--- config.mk ---
export PLATFORM = sky130hd
export DESIGN_NAME = pcr_regs
export DESIGN_NICKNAME = d
export VERILOG_FILES = /design/src/common/pcr_pkg.sv /design/src/verilog/pcr_regs.sv
export SDC_FILE = /design/constraint.sdc
export NUM_CORES = 1
export LEC_CHECK = 0
export BUFFER_PORTS_ARGS = -buffer_cell sky130_fd_sc_hd__clkbuf_2
export CORE_MARGIN = 5
export CORE_UTILIZATION = 55
export CTS_BUF_LIST = sky130_fd_sc_hd__clkbuf_8
export DETAILED_ROUTE_END_ITERATION = 8
export PLACE_DENSITY_LB_ADDON = 0.05
export SKIP_CTS_REPAIR_TIMING = 1
export SYNTH_ARGS = -nofsm -noshare
export SYNTH_HDL_FRONTEND = slang
export SYNTH_SLANG_ARGS = --single-unit
export TNS_END_PERCENT = 10
--- constraint.sdc ---
create_clock -name hclk -period 2.45 [get_ports hclk]
set_clock_uncertainty 0.2 [all_clocks]
set_input_delay 0.49 -clock hclk [delete_from_list [all_inputs] [get_ports hclk]]
set_output_delay 0.49 -clock hclk [all_outputs]
set_load 0.1 [all_outputs]
--- src/common/pcr_pkg.sv ---
// Purpose: Shared constants of the PHY configuration register bank
// Assumes: 20 MHz hclk, AHB-Lite word access
// Notes:   Register index times four gives the byte address
package pcr_pkg;
  // ==========================================================
  // Register indices
  localparam logic [9:0] IDX_TEST_MIRROR = 10'h031;
  localparam logic [9:0] IDX_RGMII_CTL   = 10'h032;
  localparam logic [9:0] IDX_RGMII_CTL2  = 10'h033;
  localparam logic [9:0] IDX_FE_CFG      = 10'h043;

  // ==========================================================
  // Field positions
  localparam int TM_SEL_BIT     = 7;
  localparam int TM_RSV_RW_BIT  = 8;
  localparam int TM_MIRROR_BIT  = 0;
  localparam int RG_EN_BIT      = 7;
  localparam int RG_RXTH_LSB    = 5;
  localparam int RG_TXTH_LSB    = 3;
  localparam int RG_TXDLY_BIT   = 1;
  localparam int RG_RXDLY_BIT   = 0;
  localparam int RG2_SKIP_BIT   = 4;
  localparam int FE_WDOFF_BIT   = 11;
  localparam int FE_RECOV_LSB   = 7;
  localparam int FE_FORCE_BIT   = 6;
  localparam int FE_MLT3_BIT    = 5;
  localparam int FE_IPG_BIT     = 4;
  localparam int FE_DECSKIP_BIT = 3;
  localparam int FE_SCROFF_BIT  = 2;
  localparam int FE_ODD_BIT     = 1;
  localparam int FE_EARLY_BIT   = 0;

  // ==========================================================
  // Reset values, read-only constants and strap mode codes
  localparam logic [15:0] TM_RO_CONST  = 16'h1010;
  localparam logic [1:0]  FIFO_TH_RST  = 2'h2;
  localparam logic        CLK_DLY_RST  = 1'b1;
  localparam logic [3:0]  RECOV_RST    = 4'hF;
  localparam logic        MLT3_RST     = 1'b1;
  localparam logic [1:0]  STRAP_MODE1  = 2'h1;
  localparam logic [1:0]  STRAP_MODE2  = 2'h2;

  // ==========================================================
  // Timing
  localparam int CLK_KHZ           = 20000;
  localparam int UNSCR_TIMEOUT_US  = 1500;
  localparam int UNSCR_TIMEOUT_CYC = UNSCR_TIMEOUT_US * CLK_KHZ / 1000;
  localparam int MS_US             = 1000;
  localparam int MS_CYC            = MS_US * CLK_KHZ / 1000;

  // AHB transfer types
  localparam logic [1:0] HTRANS_NONSEQ = 2'h2;
  localparam logic [1:0] HTRANS_SEQ    = 2'h3;
endpackage : pcr_pkg

--- src/verilog/pcr_regs.sv ---
// Purpose: Test, mirror, RGMII and 100BASE-TX configuration bank on AHB-Lite
// Assumes: Strap and datapath inputs synchronous to hclk
// Notes:   Writes take no wait state, reads take one
//
// Decided for this implementation: register access over AHB-Lite.
`timescale 1ns/1ps

// Behaviour
// RULE_01: Strap mode1 or mode2 sets internal test select, entering test mode.
// RULE_02: Software writing zero to test select overrides strap, returns normal.
// RULE_03: Mirror enable bit turns on port mirroring; reset value from strap.
// RULE_04: RGMII enable bit activates interface; reset one small package, else strap.
// RULE_05: Two-bit receive FIFO midlevel threshold, default binary 10.
// RULE_06: Two-bit transmit FIFO midlevel threshold, default binary 10.
// RULE_07: Transmit clock skew bit, default one, shifts clock against data.
// RULE_08: Receive clock skew bit, default one, shifts clock against data.
// RULE_09: Interface control upper byte and bit 2 ignore writes, read zero.
// RULE_10: Async FIFO skip bit bypasses RGMII async FIFO; default keeps it.
// RULE_11: Watchdog clear stops receiving any packet longer than 1.5 ms.
// RULE_12: Four-bit millisecond field, default all ones, sets unlock recovery time.
// RULE_13: Fast-link good override forces 100 Mb/s link to report good.
// RULE_14: Improved ternary detect bit enables enhanced MLT-3 detector, default one.
// RULE_15: Improved gap detect enables enhanced interpacket gap detection, default zero.
// RULE_16: Block decoder skip removes 4B/5B decoder from receive path.
// RULE_17: Scrambler-off bit disables the 100 Mb/s scrambler.
// RULE_18: Odd half-byte check set detects odd count of received nibbles.
// RULE_19: Early receive-valid bit enables fast receive-valid timing.
// RULE_20: Reserved read-only fields read their defaults; writes have no effect.
module pcr_regs #(
  parameter int          AW          = 12,
  parameter bit          SMALL_PKG   = 1'b1,
  parameter int unsigned TIMEOUT_CYC = pcr_pkg::UNSCR_TIMEOUT_CYC,
  parameter int unsigned MS_CYC      = pcr_pkg::MS_CYC
) (
  input  wire logic          hclk,
  input  wire logic          hresetn,
  input  wire logic          hsel,
  input  wire logic [AW-1:0] haddr,
  input  wire logic [1:0]    htrans,
  input  wire logic          hwrite,
  input  wire logic [2:0]    hsize,
  input  wire logic [31:0]   hwdata,
  input  wire logic          hready,
  output logic               hreadyout,
  output logic [31:0]        hrdata,
  output logic               hresp,
  input  wire logic [1:0]    rx_ctrl_strap,
  input  wire logic          mirror_strap,
  input  wire logic          rgmii_en_strap,
  input  wire logic          rx_packet_active,
  input  wire logic          unscramble_unlock,
  input  wire logic          link_qualified,
  input  wire logic          rx_nibble_valid,
  input  wire logic          rx_frame_end,
  output logic               internal_test_mode,
  output logic               port_mirror,
  output logic               rgmii_enable,
  output logic [1:0]         rx_fifo_midlevel,
  output logic [1:0]         tx_fifo_midlevel,
  output logic               tx_clk_skew,
  output logic               rx_clk_skew,
  output logic               async_fifo_skip,
  output logic               rx_packet_abort,
  output logic               unscramble_recovering,
  output logic               link_good_100,
  output logic               improved_ternary_detect,
  output logic               improved_gap_detect,
  output logic               rx_block_decoder_skip,
  output logic               scrambler_off,
  output logic               odd_nibble_seen,
  output logic               early_receive_valid
);
  // ==========================================================
  // Elaboration checks
  if (AW < 12) begin : g_chk_aw
    $error("address width too small for the register map");
  end
  if (TIMEOUT_CYC < 1 || MS_CYC < 1) begin : g_chk_cyc
    $error("timing counts must be at least one");
  end

  function automatic logic is_reg(input logic [AW-1:0] a, input logic [9:0] idx);
    return a[11:2] == idx;
  endfunction : is_reg

  // ==========================================================
  // AHB-Lite slave
  logic          wr_pend_q;
  logic          rd_pend_q;
  logic [AW-1:0] addr_q;
  logic          addr_take;
  logic          wr_now;

  assign addr_take = hsel && hready && htrans[1];
  assign wr_now    = wr_pend_q;

  always_ff @(posedge hclk or negedge hresetn) begin
    if (!hresetn) begin
      wr_pend_q <= 1'b0;
      rd_pend_q <= 1'b0;
      addr_q    <= '0;
    end else if (hready) begin
      wr_pend_q <= addr_take && hwrite;
      rd_pend_q <= addr_take && !hwrite;
      if (addr_take) begin
        addr_q <= haddr;
      end
    end
  end

  // ==========================================================
  // Stored fields
  logic       strap_done_q;
  logic       tm_sel_q;
  logic       tm_rsv_q;
  logic       mirror_q;
  logic       rg_en_q;
  logic [1:0] rx_th_q;
  logic [1:0] tx_th_q;
  logic       tx_dly_q;
  logic       rx_dly_q;
  logic       skip_q;
  logic [11:0] fe_q;

  // RULE_01 strap test entry
  always_ff @(posedge hclk or negedge hresetn) begin
    if (!hresetn) begin
      strap_done_q <= 1'b0;
      tm_sel_q     <= 1'b0;
    end else if (!strap_done_q) begin
      strap_done_q <= 1'b1;
      tm_sel_q     <= (rx_ctrl_strap == pcr_pkg::STRAP_MODE1) || (rx_ctrl_strap == pcr_pkg::STRAP_MODE2);
    // RULE_02 software override
    end else if (wr_now && is_reg(addr_q, pcr_pkg::IDX_TEST_MIRROR)) begin
      tm_sel_q <= hwdata[pcr_pkg::TM_SEL_BIT];
    end
  end

  // RULE_03 mirror strap default
  always_ff @(posedge hclk or negedge hresetn) begin
    if (!hresetn) begin
      mirror_q <= 1'b0;
      tm_rsv_q <= 1'b0;
    end else if (!strap_done_q) begin
      mirror_q <= mirror_strap;
    end else if (wr_now && is_reg(addr_q, pcr_pkg::IDX_TEST_MIRROR)) begin
      mirror_q <= hwdata[pcr_pkg::TM_MIRROR_BIT];
      tm_rsv_q <= hwdata[pcr_pkg::TM_RSV_RW_BIT];
    end
  end

  // RULE_04 RGMII enable default
  always_ff @(posedge hclk or negedge hresetn) begin
    if (!hresetn) begin
      rg_en_q  <= 1'b1;
      rx_th_q  <= pcr_pkg::FIFO_TH_RST;
      tx_th_q  <= pcr_pkg::FIFO_TH_RST;
      tx_dly_q <= pcr_pkg::CLK_DLY_RST;
      rx_dly_q <= pcr_pkg::CLK_DLY_RST;
    end else if (!strap_done_q) begin
      rg_en_q <= SMALL_PKG ? 1'b1 : rgmii_en_strap;
    // RULE_09 reserved bits not stored
    end else if (wr_now && is_reg(addr_q, pcr_pkg::IDX_RGMII_CTL)) begin
      rg_en_q  <= hwdata[pcr_pkg::RG_EN_BIT];
      // RULE_05 receive threshold
      rx_th_q  <= hwdata[pcr_pkg::RG_RXTH_LSB +: 2];
      // RULE_06 transmit threshold
      tx_th_q  <= hwdata[pcr_pkg::RG_TXTH_LSB +: 2];
      // RULE_07 transmit skew
      tx_dly_q <= hwdata[pcr_pkg::RG_TXDLY_BIT];
      // RULE_08 receive skew
      rx_dly_q <= hwdata[pcr_pkg::RG_RXDLY_BIT];
    end
  end

  // RULE_10 async FIFO skip
  always_ff @(posedge hclk or negedge hresetn) begin
    if (!hresetn) begin
      skip_q <= 1'b0;
    end else if (wr_now && is_reg(addr_q, pcr_pkg::IDX_RGMII_CTL2)) begin
      skip_q <= hwdata[pcr_pkg::RG2_SKIP_BIT];
    end
  end

  // 100BASE-TX config, bits 11:0
  always_ff @(posedge hclk or negedge hresetn) begin
    if (!hresetn) begin
      fe_q <= 12'h0;
      fe_q[pcr_pkg::FE_RECOV_LSB +: 4] <= pcr_pkg::RECOV_RST;
      fe_q[pcr_pkg::FE_MLT3_BIT]       <= pcr_pkg::MLT3_RST;
    end else if (wr_now && is_reg(addr_q, pcr_pkg::IDX_FE_CFG)) begin
      fe_q <= hwdata[11:0];
    end
  end

  // ==========================================================
  // Read path, one wait state
  logic [15:0] rd_mux;

  // RULE_20 reserved read defaults
  always_comb begin
    rd_mux = 16'h0;
    if (is_reg(addr_q, pcr_pkg::IDX_TEST_MIRROR)) begin
      rd_mux = pcr_pkg::TM_RO_CONST;
      rd_mux[pcr_pkg::TM_RSV_RW_BIT] = tm_rsv_q;
      rd_mux[pcr_pkg::TM_SEL_BIT]    = tm_sel_q;
      rd_mux[pcr_pkg::TM_MIRROR_BIT] = mirror_q;
    end else if (is_reg(addr_q, pcr_pkg::IDX_RGMII_CTL)) begin
      rd_mux[pcr_pkg::RG_EN_BIT]          = rg_en_q;
      rd_mux[pcr_pkg::RG_RXTH_LSB +: 2]   = rx_th_q;
      rd_mux[pcr_pkg::RG_TXTH_LSB +: 2]   = tx_th_q;
      rd_mux[pcr_pkg::RG_TXDLY_BIT]       = tx_dly_q;
      rd_mux[pcr_pkg::RG_RXDLY_BIT]       = rx_dly_q;
    end else if (is_reg(addr_q, pcr_pkg::IDX_RGMII_CTL2)) begin
      rd_mux[pcr_pkg::RG2_SKIP_BIT] = skip_q;
    end else if (is_reg(addr_q, pcr_pkg::IDX_FE_CFG)) begin
      rd_mux[11:0] = fe_q;
    end
  end

  always_ff @(posedge hclk or negedge hresetn) begin
    if (!hresetn) begin
      hreadyout <= 1'b1;
      hrdata    <= 32'h0000_0000;
      hresp     <= 1'b0;
    end else begin
      hresp <= 1'b0;
      if (hready && addr_take && !hwrite) begin
        hreadyout <= 1'b0;
      end else if (rd_pend_q && !hreadyout) begin
        hreadyout <= 1'b1;
        hrdata    <= {16'h0000, rd_mux};
      end
    end
  end

  // ==========================================================
  // Millisecond tick and unlock recovery
  logic [$clog2(MS_CYC+1)-1:0] ms_cnt_q;
  logic                        ms_tick;
  logic [3:0]                  recov_q;

  assign ms_tick = ms_cnt_q == ($clog2(MS_CYC+1))'(MS_CYC - 1);

  always_ff @(posedge hclk or negedge hresetn) begin
    if (!hresetn) begin
      ms_cnt_q <= '0;
    end else if (unscramble_unlock || ms_tick) begin
      ms_cnt_q <= '0;
    end else begin
      ms_cnt_q <= ms_cnt_q + 1'b1;
    end
  end

  // RULE_12 recovery in ms
  always_ff @(posedge hclk or negedge hresetn) begin
    if (!hresetn) begin
      recov_q <= 4'h0;
    end else if (unscramble_unlock) begin
      recov_q <= fe_q[pcr_pkg::FE_RECOV_LSB +: 4];
    end else if (ms_tick && recov_q != 4'h0) begin
      recov_q <= recov_q - 4'h1;
    end
  end

  always_ff @(posedge hclk or negedge hresetn) begin
    if (!hresetn) begin
      unscramble_recovering <= 1'b0;
    end else begin
      unscramble_recovering <= unscramble_unlock ? (fe_q[pcr_pkg::FE_RECOV_LSB +: 4] != 4'h0) :
                               (recov_q > 4'h1) || (recov_q == 4'h1 && !ms_tick);
    end
  end

  // ==========================================================
  // Packet length watchdog
  logic [$clog2(TIMEOUT_CYC+1)-1:0] pkt_cnt_q;
  logic                             pkt_over;

  assign pkt_over = pkt_cnt_q == ($clog2(TIMEOUT_CYC+1))'(TIMEOUT_CYC);

  always_ff @(posedge hclk or negedge hresetn) begin
    if (!hresetn) begin
      pkt_cnt_q <= '0;
    end else if (!rx_packet_active) begin
      pkt_cnt_q <= '0;
    end else if (!pkt_over) begin
      pkt_cnt_q <= pkt_cnt_q + 1'b1;
    end
  end

  // RULE_11 long packet abort
  always_ff @(posedge hclk or negedge hresetn) begin
    if (!hresetn) begin
      rx_packet_abort <= 1'b0;
    end else begin
      rx_packet_abort <= rx_packet_active && pkt_over && !fe_q[pcr_pkg::FE_WDOFF_BIT];
    end
  end

  // ==========================================================
  // Odd nibble check
  logic nib_odd_q;

  always_ff @(posedge hclk or negedge hresetn) begin
    if (!hresetn) begin
      nib_odd_q <= 1'b0;
    end else if (rx_frame_end) begin
      nib_odd_q <= 1'b0;
    end else if (rx_nibble_valid) begin
      nib_odd_q <= !nib_odd_q;
    end
  end

  // RULE_18 odd count pulse
  always_ff @(posedge hclk or negedge hresetn) begin
    if (!hresetn) begin
      odd_nibble_seen <= 1'b0;
    end else begin
      odd_nibble_seen <= rx_frame_end && fe_q[pcr_pkg::FE_ODD_BIT] && (nib_odd_q ^ rx_nibble_valid);
    end
  end

  // ==========================================================
  // Control outputs
  always_ff @(posedge hclk or negedge hresetn) begin
    if (!hresetn) begin
      internal_test_mode      <= 1'b0;
      port_mirror             <= 1'b0;
      rgmii_enable            <= 1'b0;
      rx_fifo_midlevel        <= 2'h0;
      tx_fifo_midlevel        <= 2'h0;
      tx_clk_skew             <= 1'b0;
      rx_clk_skew             <= 1'b0;
      async_fifo_skip         <= 1'b0;
      link_good_100           <= 1'b0;
      improved_ternary_detect <= 1'b0;
      improved_gap_detect     <= 1'b0;
      rx_block_decoder_skip   <= 1'b0;
      scrambler_off           <= 1'b0;
      early_receive_valid     <= 1'b0;
    end else begin
      internal_test_mode      <= tm_sel_q;
      port_mirror             <= mirror_q;
      rgmii_enable            <= rg_en_q;
      rx_fifo_midlevel        <= rx_th_q;
      tx_fifo_midlevel        <= tx_th_q;
      tx_clk_skew             <= tx_dly_q;
      rx_clk_skew             <= rx_dly_q;
      async_fifo_skip         <= skip_q;
      // RULE_13 forced link good
      link_good_100           <= link_qualified || fe_q[pcr_pkg::FE_FORCE_BIT];
      // RULE_14 ternary detector enable
      improved_ternary_detect <= fe_q[pcr_pkg::FE_MLT3_BIT];
      // RULE_15 gap detector enable
      improved_gap_detect     <= fe_q[pcr_pkg::FE_IPG_BIT];
      // RULE_16 decoder bypass
      rx_block_decoder_skip   <= fe_q[pcr_pkg::FE_DECSKIP_BIT];
      // RULE_17 scrambler disable
      scrambler_off           <= fe_q[pcr_pkg::FE_SCROFF_BIT];
      // RULE_19 early receive valid
      early_receive_valid     <= fe_q[pcr_pkg::FE_EARLY_BIT];
    end
  end
endmodule : pcr_regs

==> reports/results.ini, run 1 <==
[placed_design]
port_buffers = 68
dp_hpwl_um = 6610
gp_congestion = 0.789
dpl_worst_slack_ns = 0.115

[final_layout]
multi_input_area_um2 = 1940
fin_nets = 554
area_delta_synth_final_pct = 13.5
seqCellArea_um2 = 2620
diodes = 0
drive_gt1_share_pct = 29.2
nFillCells = 712

[status]
violations = hold timing
outcome = finished, violations left

[synth]
ys_async_sr_fraction_pct = 100
yosysWarnings = 0
synth-compound-area-share_pct = 7.56
synthMuxAreaShare_pct = 8.56
synth_adder_area_share_pct = 1.58
synth_edf_count = 0
postSynthCellCount = 406
synth_top_area_share_pct = 49.0
synth_xor_area_share_pct = 4.61
syn_area_per_cell_um2 = 11.7
synth_cell_type_count = 57
synthesis.area_um2 = 4750
ys_seq_elements = 104
ys_seq_area_share_pct = 55.1
yosys.area_share.simple_pct = 16.9
ys.flop_type = dfrtp_1
yosys.area.top_type = dfrtp_1
synth_top_family_by_area = simple AND/OR/NAND/NOR gates
synth_top_cells_by_area = dfrtp_1 (49%), dfstp_2 (6.1%), mux2_2 (5.0%)

[timing]
final_max_slew_viol_count = 0
timing.final.ws_setup_ns = 0.117
worst_pin_slew_ns = 0.550
rsz0062_at_grt = false
finalCritPeriodShare_pct = 95.2
hold_slack_ns = -0.0240
hold_viol = 31
max_freq_mhz = 429
min_period_ns = 2.33
max_slew_margin_pct = 63.5
setup_violations = 0
setup_tns_ns = 0

[clock_tree]
clkSinkCount = 104
insertion_delay_ns = 0.37
tritoncts = yes
cts_buffers = 9
cts-root-buf = clkbuf_8
cts_max_level = 3
clkTransAtPathRegs_ns = 0.11
clockBufferDepth = 2

[detailed_routing]
drt-vias-per-instance = 5.38
finalWirelength_um = 9150
drc = 0
detailroute.via_count = 3217
drt_iter0_markers = 152
firstDrtPassIters = 4
antenna_left = 0
wl_per_cell_um = 15.3

[worst_setup_path]
worstRegToRegCells = 5
reg2reg_from = addr_q[4]
cp-end-kind = flop
worst-setup-path-type = reg -> reg
reg2reg_slack_ns = 0.12
timing.critical_path.fanout_max = 5
rr_endpoint = tm_rsv_q
crit_arrival_ns = 2.40
crit_required_ns = 2.51
start_kind = flop

[floorplanning]
io_pins = 116
std_cell_rows = 34
die_h_um = 103
die_area_um2 = 10600
core_um2 = 8550
start_util_pct = 55.6
die_w_um = 103

[run]
maxCapViolations = 0

[global_route]
grt_overflow_total = 0
grt_max_degree = 105
grt_use_total_pct = 18.4
antenna_found_initial = 0
grt_pass1_vias = 3235
grt_pass1_wl_um = 15300

[power_and_ir_drop]
vdd_drop_max_mv = 0.438
p_int_w = 0.00236
p_sw_w = 0.00113
switching_share_pct = 32.3
leakage_nw = 2.57
clkPwrFrac_pct = 28.2
p_comb_share_pct = 17.7
cellPowerDensity_nw_per_um2 = 648
seqPwrFrac_pct = 54.1

[min_path]
hold_path.class = in -> async

## cell usage after synthesis, drive strengths merged (9+ instances only)
master  instances
o21ai          12
buf            21
xor2           15
nor3            9
nand3          14
nand4          12
nand2          22
dfrtp          93
mux2           31
xnor2          10
nor2           19
inv            17
clkbuf         11
dfstp          11
nor4           13
and2           11
## how the worst max path moves through the flow
stage               endpoint  depth (start not counted)  slack, ns      start
global route        tm_rsv_q                          5       0.08  addr_q[4]
CTS                 tm_rsv_q                          5       0.09  addr_q[4]
floorplan            fe_q[1]                          5       0.21  addr_q[4]
finish              tm_rsv_q                          5       0.12  addr_q[4]
detailed placement  tm_rsv_q                          5       0.11  addr_q[4]
global placement    tm_rsv_q                          5       0.18  addr_q[4]
## metal layers
metal  track usage [%]  wire length (um)  vias to the layer above  share of wire (%)
met4              6.18               156                        0                1.7
met5                 0                 0                        -                  0
met1              23.4              3950                     1560                 43
li1                  -                 -                     1570                  -
met2              31.1              4590                       73                 50
met3              4.13               457                       14                5.0
## flip-flops by register name, indices dropped and copies added (netlist names), 2 cells and up
register / flops
ms_cnt_q: 15
tx_fifo_midlevel: 2
addr_q: 10
tx_th_q: 2
fe_q: 12
rx_th_q: 2
rx_fifo_midlevel: 2
pkt_cnt_q: 15
recov_q: 4
hrdata: 13
## final cells by class
cell class              instances  share of cell area (%)
multi-input cells             272                    36.0
well taps                     108                    2.51
repair buffers                 81                    8.40
clock buffers                  10                    2.55
clock inverters                 6                   0.836
flip-flops and latches        104                    48.5
inverters                      17                    1.18
## through the flow
stage / power (W) / instances / utilization (%) / instance area [um2]
2_1_floorplan: 0.00241 / 425 / - / 4820
3_3_place_gp: 0.00253 / 582 / 60.9 / 5210
3_5_place_dp: 0.00254 / 582 / 60.9 / 5210
4_1_cts: 0.00353 / 598 / 63.0 / 5390
5_1_grt: 0.00366 / 598 / 63.0 / 5390
6_report: 0.00349 / 598 / 63.0 / 5390
## worst max-delay path: stages, from the launching register on
cell and delay [ns]:
dfrtp_1 0.40, or4_4 0.58, nor4_1 0.49, buf_4 0.22, nand2_1 0.06, mux2_2 0.27
## power groups by stage
| stage | Combinational (W) | Clock [W] | Sequential (W) |
|---|---|---|---|
| 2_1_floorplan | 0.000339 | 0 | 0.00207 |
| 3_3_place_gp | 0.000613 | 0 | 0.00192 |
| 3_5_place_dp | 0.000620 | 0 | 0.00192 |
| 4_1_cts | 0.000622 | 0.00102 | 0.00189 |
| 5_1_grt | 0.000660 | 0.00109 | 0.00191 |
| 6_report | 0.000617 | 0.000986 | 0.00189 |
## cells by family after synthesis
group                      Yosys count
muxes                               33
AOI/OAI and AO/OA                   50
buffers and inverters               49
adders and majority gates            6
xor gates and xnor gates            25
DFF                                104
other                                2
and+or+nand+nor                    137
## layout by cell type, fill, tap and decap left out, types with 12 or more instances in the layout
master / n
nand3_1: 14
clkbuf_2: 67
buf_4: 13
dfrtp_1: 93
conb_1: 21
mux2_2: 21
nor2_1: 19
inv_1: 18
nand2_1: 21
xor2_1: 15
nand4_1: 12
nor4_1: 12
No activity file was read; power rests on OpenSTA's default activity.
==> run 2: changes to the inputs <==
--- a/config.mk
+++ b/config.mk
@@ -10,7 +10,7 @@
 export CORE_UTILIZATION = 55
 export CTS_BUF_LIST = sky130_fd_sc_hd__clkbuf_8
 export DETAILED_ROUTE_END_ITERATION = 8
-export PLACE_DENSITY_LB_ADDON = 0.05
+export PLACE_DENSITY = 0.82
 export SKIP_CTS_REPAIR_TIMING = 1
 export SYNTH_ARGS = -nofsm -noshare
 export SYNTH_HDL_FRONTEND = slang
==> constraint.sdc (replaced) <==
create_clock -name hclk -period 2.54 [get_ports hclk]
set_clock_uncertainty 0.2 [all_clocks]
set_input_delay 0.508 -clock hclk [delete_from_list [all_inputs] [get_ports hclk]]
set_output_delay 0.508 -clock hclk [all_outputs]
set_load 0.1 [all_outputs]
==> reports/results.ini, run 2 (synthesis results as in run 1) <==
[detailed_routing]
drt_iter0_markers = 196  ; +29%
drc = 0  ; unchanged
finalWirelength_um = 9630  ; +5.2%
wl_per_cell_um = 16.1  ; +5.4%
firstDrtPassIters = 4  ; unchanged
detailroute.via_count = 3326  ; +3.4%
drt-vias-per-instance = 5.57  ; +3.6%
antenna_left = 0  ; unchanged

[clock_tree]
insertion_delay_ns = 0.36  ; about the same
cts-root-buf = clkbuf_8
clkSinkCount = 104  ; unchanged
cts_max_level = 3  ; unchanged
clockBufferDepth = 2  ; unchanged
cts_buffers = 9  ; unchanged
clkTransAtPathRegs_ns = 0.10  ; about the same
tritoncts = yes

[final_layout]
nFillCells = 679  ; -4.6%
area_delta_synth_final_pct = 13.3
fin_nets = 553  ; -0.18%
top_regs = ms_cnt_q x15, pkt_cnt_q x15, hrdata x13
drive_gt1_share_pct = 28.8  ; -0.35 points
mostFrequentLayoutCell = dfrtp_1
diodes = 0  ; unchanged
layout_common_cells = dfrtp_1 (93), clkbuf_2 (67), nand2_1 (21), mux2_2 (21), conb_1 (21)

[timing]
final_max_slew_viol_count = 0  ; unchanged
finalCritPeriodShare_pct = 93.4  ; -1.8 points
setup_tns_ns = 0  ; unchanged
worst_pin_slew_ns = 0.692  ; +0.142 ns
max_slew_margin_pct = 53.4  ; -10 points
rsz0062_at_grt = false
hold_viol = 0  ; -100%
max_freq_mhz = 421  ; -1.7%
min_period_ns = 2.37  ; +0.0400 ns
timing.final.ws_setup_ns = 0.167  ; +0.0500 ns
setup_violations = 0  ; unchanged

[floorplanning]
die_w_um = 103  ; unchanged
io_pins = 116  ; unchanged
std_cell_rows = 34  ; unchanged
die_area_um2 = 10600  ; unchanged
start_util_pct = 55.6  ; unchanged
die_h_um = 103  ; unchanged
core_um2 = 8550  ; unchanged

[power_and_ir_drop]
seqPwrFrac_pct = 54.3  ; +0.2 points
clkPwrFrac_pct = 27.9  ; -0.3 points
switching_share_pct = 32.2  ; -0.098 points
vdd_drop_max_mv = 0.306  ; -30%
leakage_nw = 2.56  ; -0.41%
cellPowerDensity_nw_per_um2 = 624  ; -3.7%
p_comb_share_pct = 17.8  ; about the same
p_int_w = 0.00228  ; -3.7%
p_sw_w = 0.00108  ; -4.1%

[global_route]
grt_pass1_wl_um = 16200  ; +6.1%
antenna_found_initial = 0  ; unchanged
grt_overflow_total = 0  ; unchanged
grt_use_total_pct = 19.6  ; +1.2 points
grt_pass1_vias = 3431  ; +6.1%
grt_max_degree = 51  ; -51%

[placed_design]
port_buffers = 68  ; unchanged
dp_hpwl_um = 7100  ; +7.4%
gp_congestion = 0.846  ; +7.2%
dpl_worst_slack_ns = 0.284  ; +0.170 ns

[run]
maxCapViolations = 0  ; unchanged

[worst_setup_path]
reg2reg_slack_ns = 0.17  ; +0.05 ns
start_kind = flop
crit_arrival_ns = 2.43  ; +0.03 ns
timing.critical_path.fanout_max = 6  ; +1
worst-setup-path-type = reg -> reg
cp-end-kind = flop
crit_required_ns = 2.59  ; +0.08 ns

[min_path]
hold_path.class = in -> reg

[status]
outcome = finished, final reports clean

==> run 2: changes by cell type in the layout (fill, tap and decap cells not counted), sizes merged <==
cell	before	now
buf	14	12
clkinv	2	1
clkinvlp	2	3
dlygate4sd3	0	1
==> run 2: per-stage QoR <==
step | power (W) | area [um2] | cells | hold slack, ns | util (%)
5_1_grt | 0.00351 | 5380 | 597 | 0.110 | 63.0
4_1_cts | 0.00339 | 5370 | 596 | -0.0903 | 62.8
6_report | 0.00336 | 5380 | 597 | 0.107 | 63.0
2_1_floorplan | 0.00233 | 4820 | 425 | 0.0124 | -
3_3_place_gp | 0.00244 | 5190 | 580 | 0.191 | 60.7
3_5_place_dp | 0.00245 | 5190 | 580 | 0.196 | 60.7
==> run 2: path summary, 6_finish.rpt <==
check | cells past startpoint | to | startpoint
max | 5 | rx_th_q[0] | addr_q[4]
min | 2 | nib_odd_q | rx_frame_end
max reg2reg | 5 | rx_th_q[0] | addr_q[4]
min reg2reg | 0 | rgmii_enable | rg_en_q
max in group asynchronous | 3 | fe_q[5] | hresetn
min in group asynchronous | 2 | pkt_cnt_q[7] | hresetn
==> run 2: critical path, stage by stage, from the launching register on <==
cell and delay [ns]:
dfrtp_1 0.40, nor4_1 0.63, nand4_1 0.26, nor3_1 0.23, buf_4 0.21, mux2_2 0.34
==> run 2: routing by layer <==
layer / GRT usage (%) / routed length, um
met4: 7.57 / 178
met2: 33.9 / 5080
met3: 3.45 / 448
met1: 24.5 / 3930
met5: 0 / 0
==> run 2: layout make-up <==
type	instances	area [um2]	share of cell area [%]
multi-input combinational	272	1940	36.0
clock inverter	6	43.8	0.813
sequential	104	2620	48.6
timing repair buffer	80	448	8.32
tap	108	135	2.51
inverter	17	63.8	1.19
clock buffer	10	138	2.56
==> run 2: power groups by stage <==
| stage | clock, W | sequential, W | combinational, W |
|---|---|---|---|
| 6_report | 0.000937 | 0.00182 | 0.000599 |
| 5_1_grt | 0.00104 | 0.00184 | 0.000639 |
| 4_1_cts | 0.000963 | 0.00182 | 0.000602 |
| 3_5_place_dp | 0 | 0.00186 | 0.000598 |
| 3_3_place_gp | 0 | 0.00185 | 0.000587 |
| 2_1_floorplan | 0 | 0.00200 | 0.000327 |
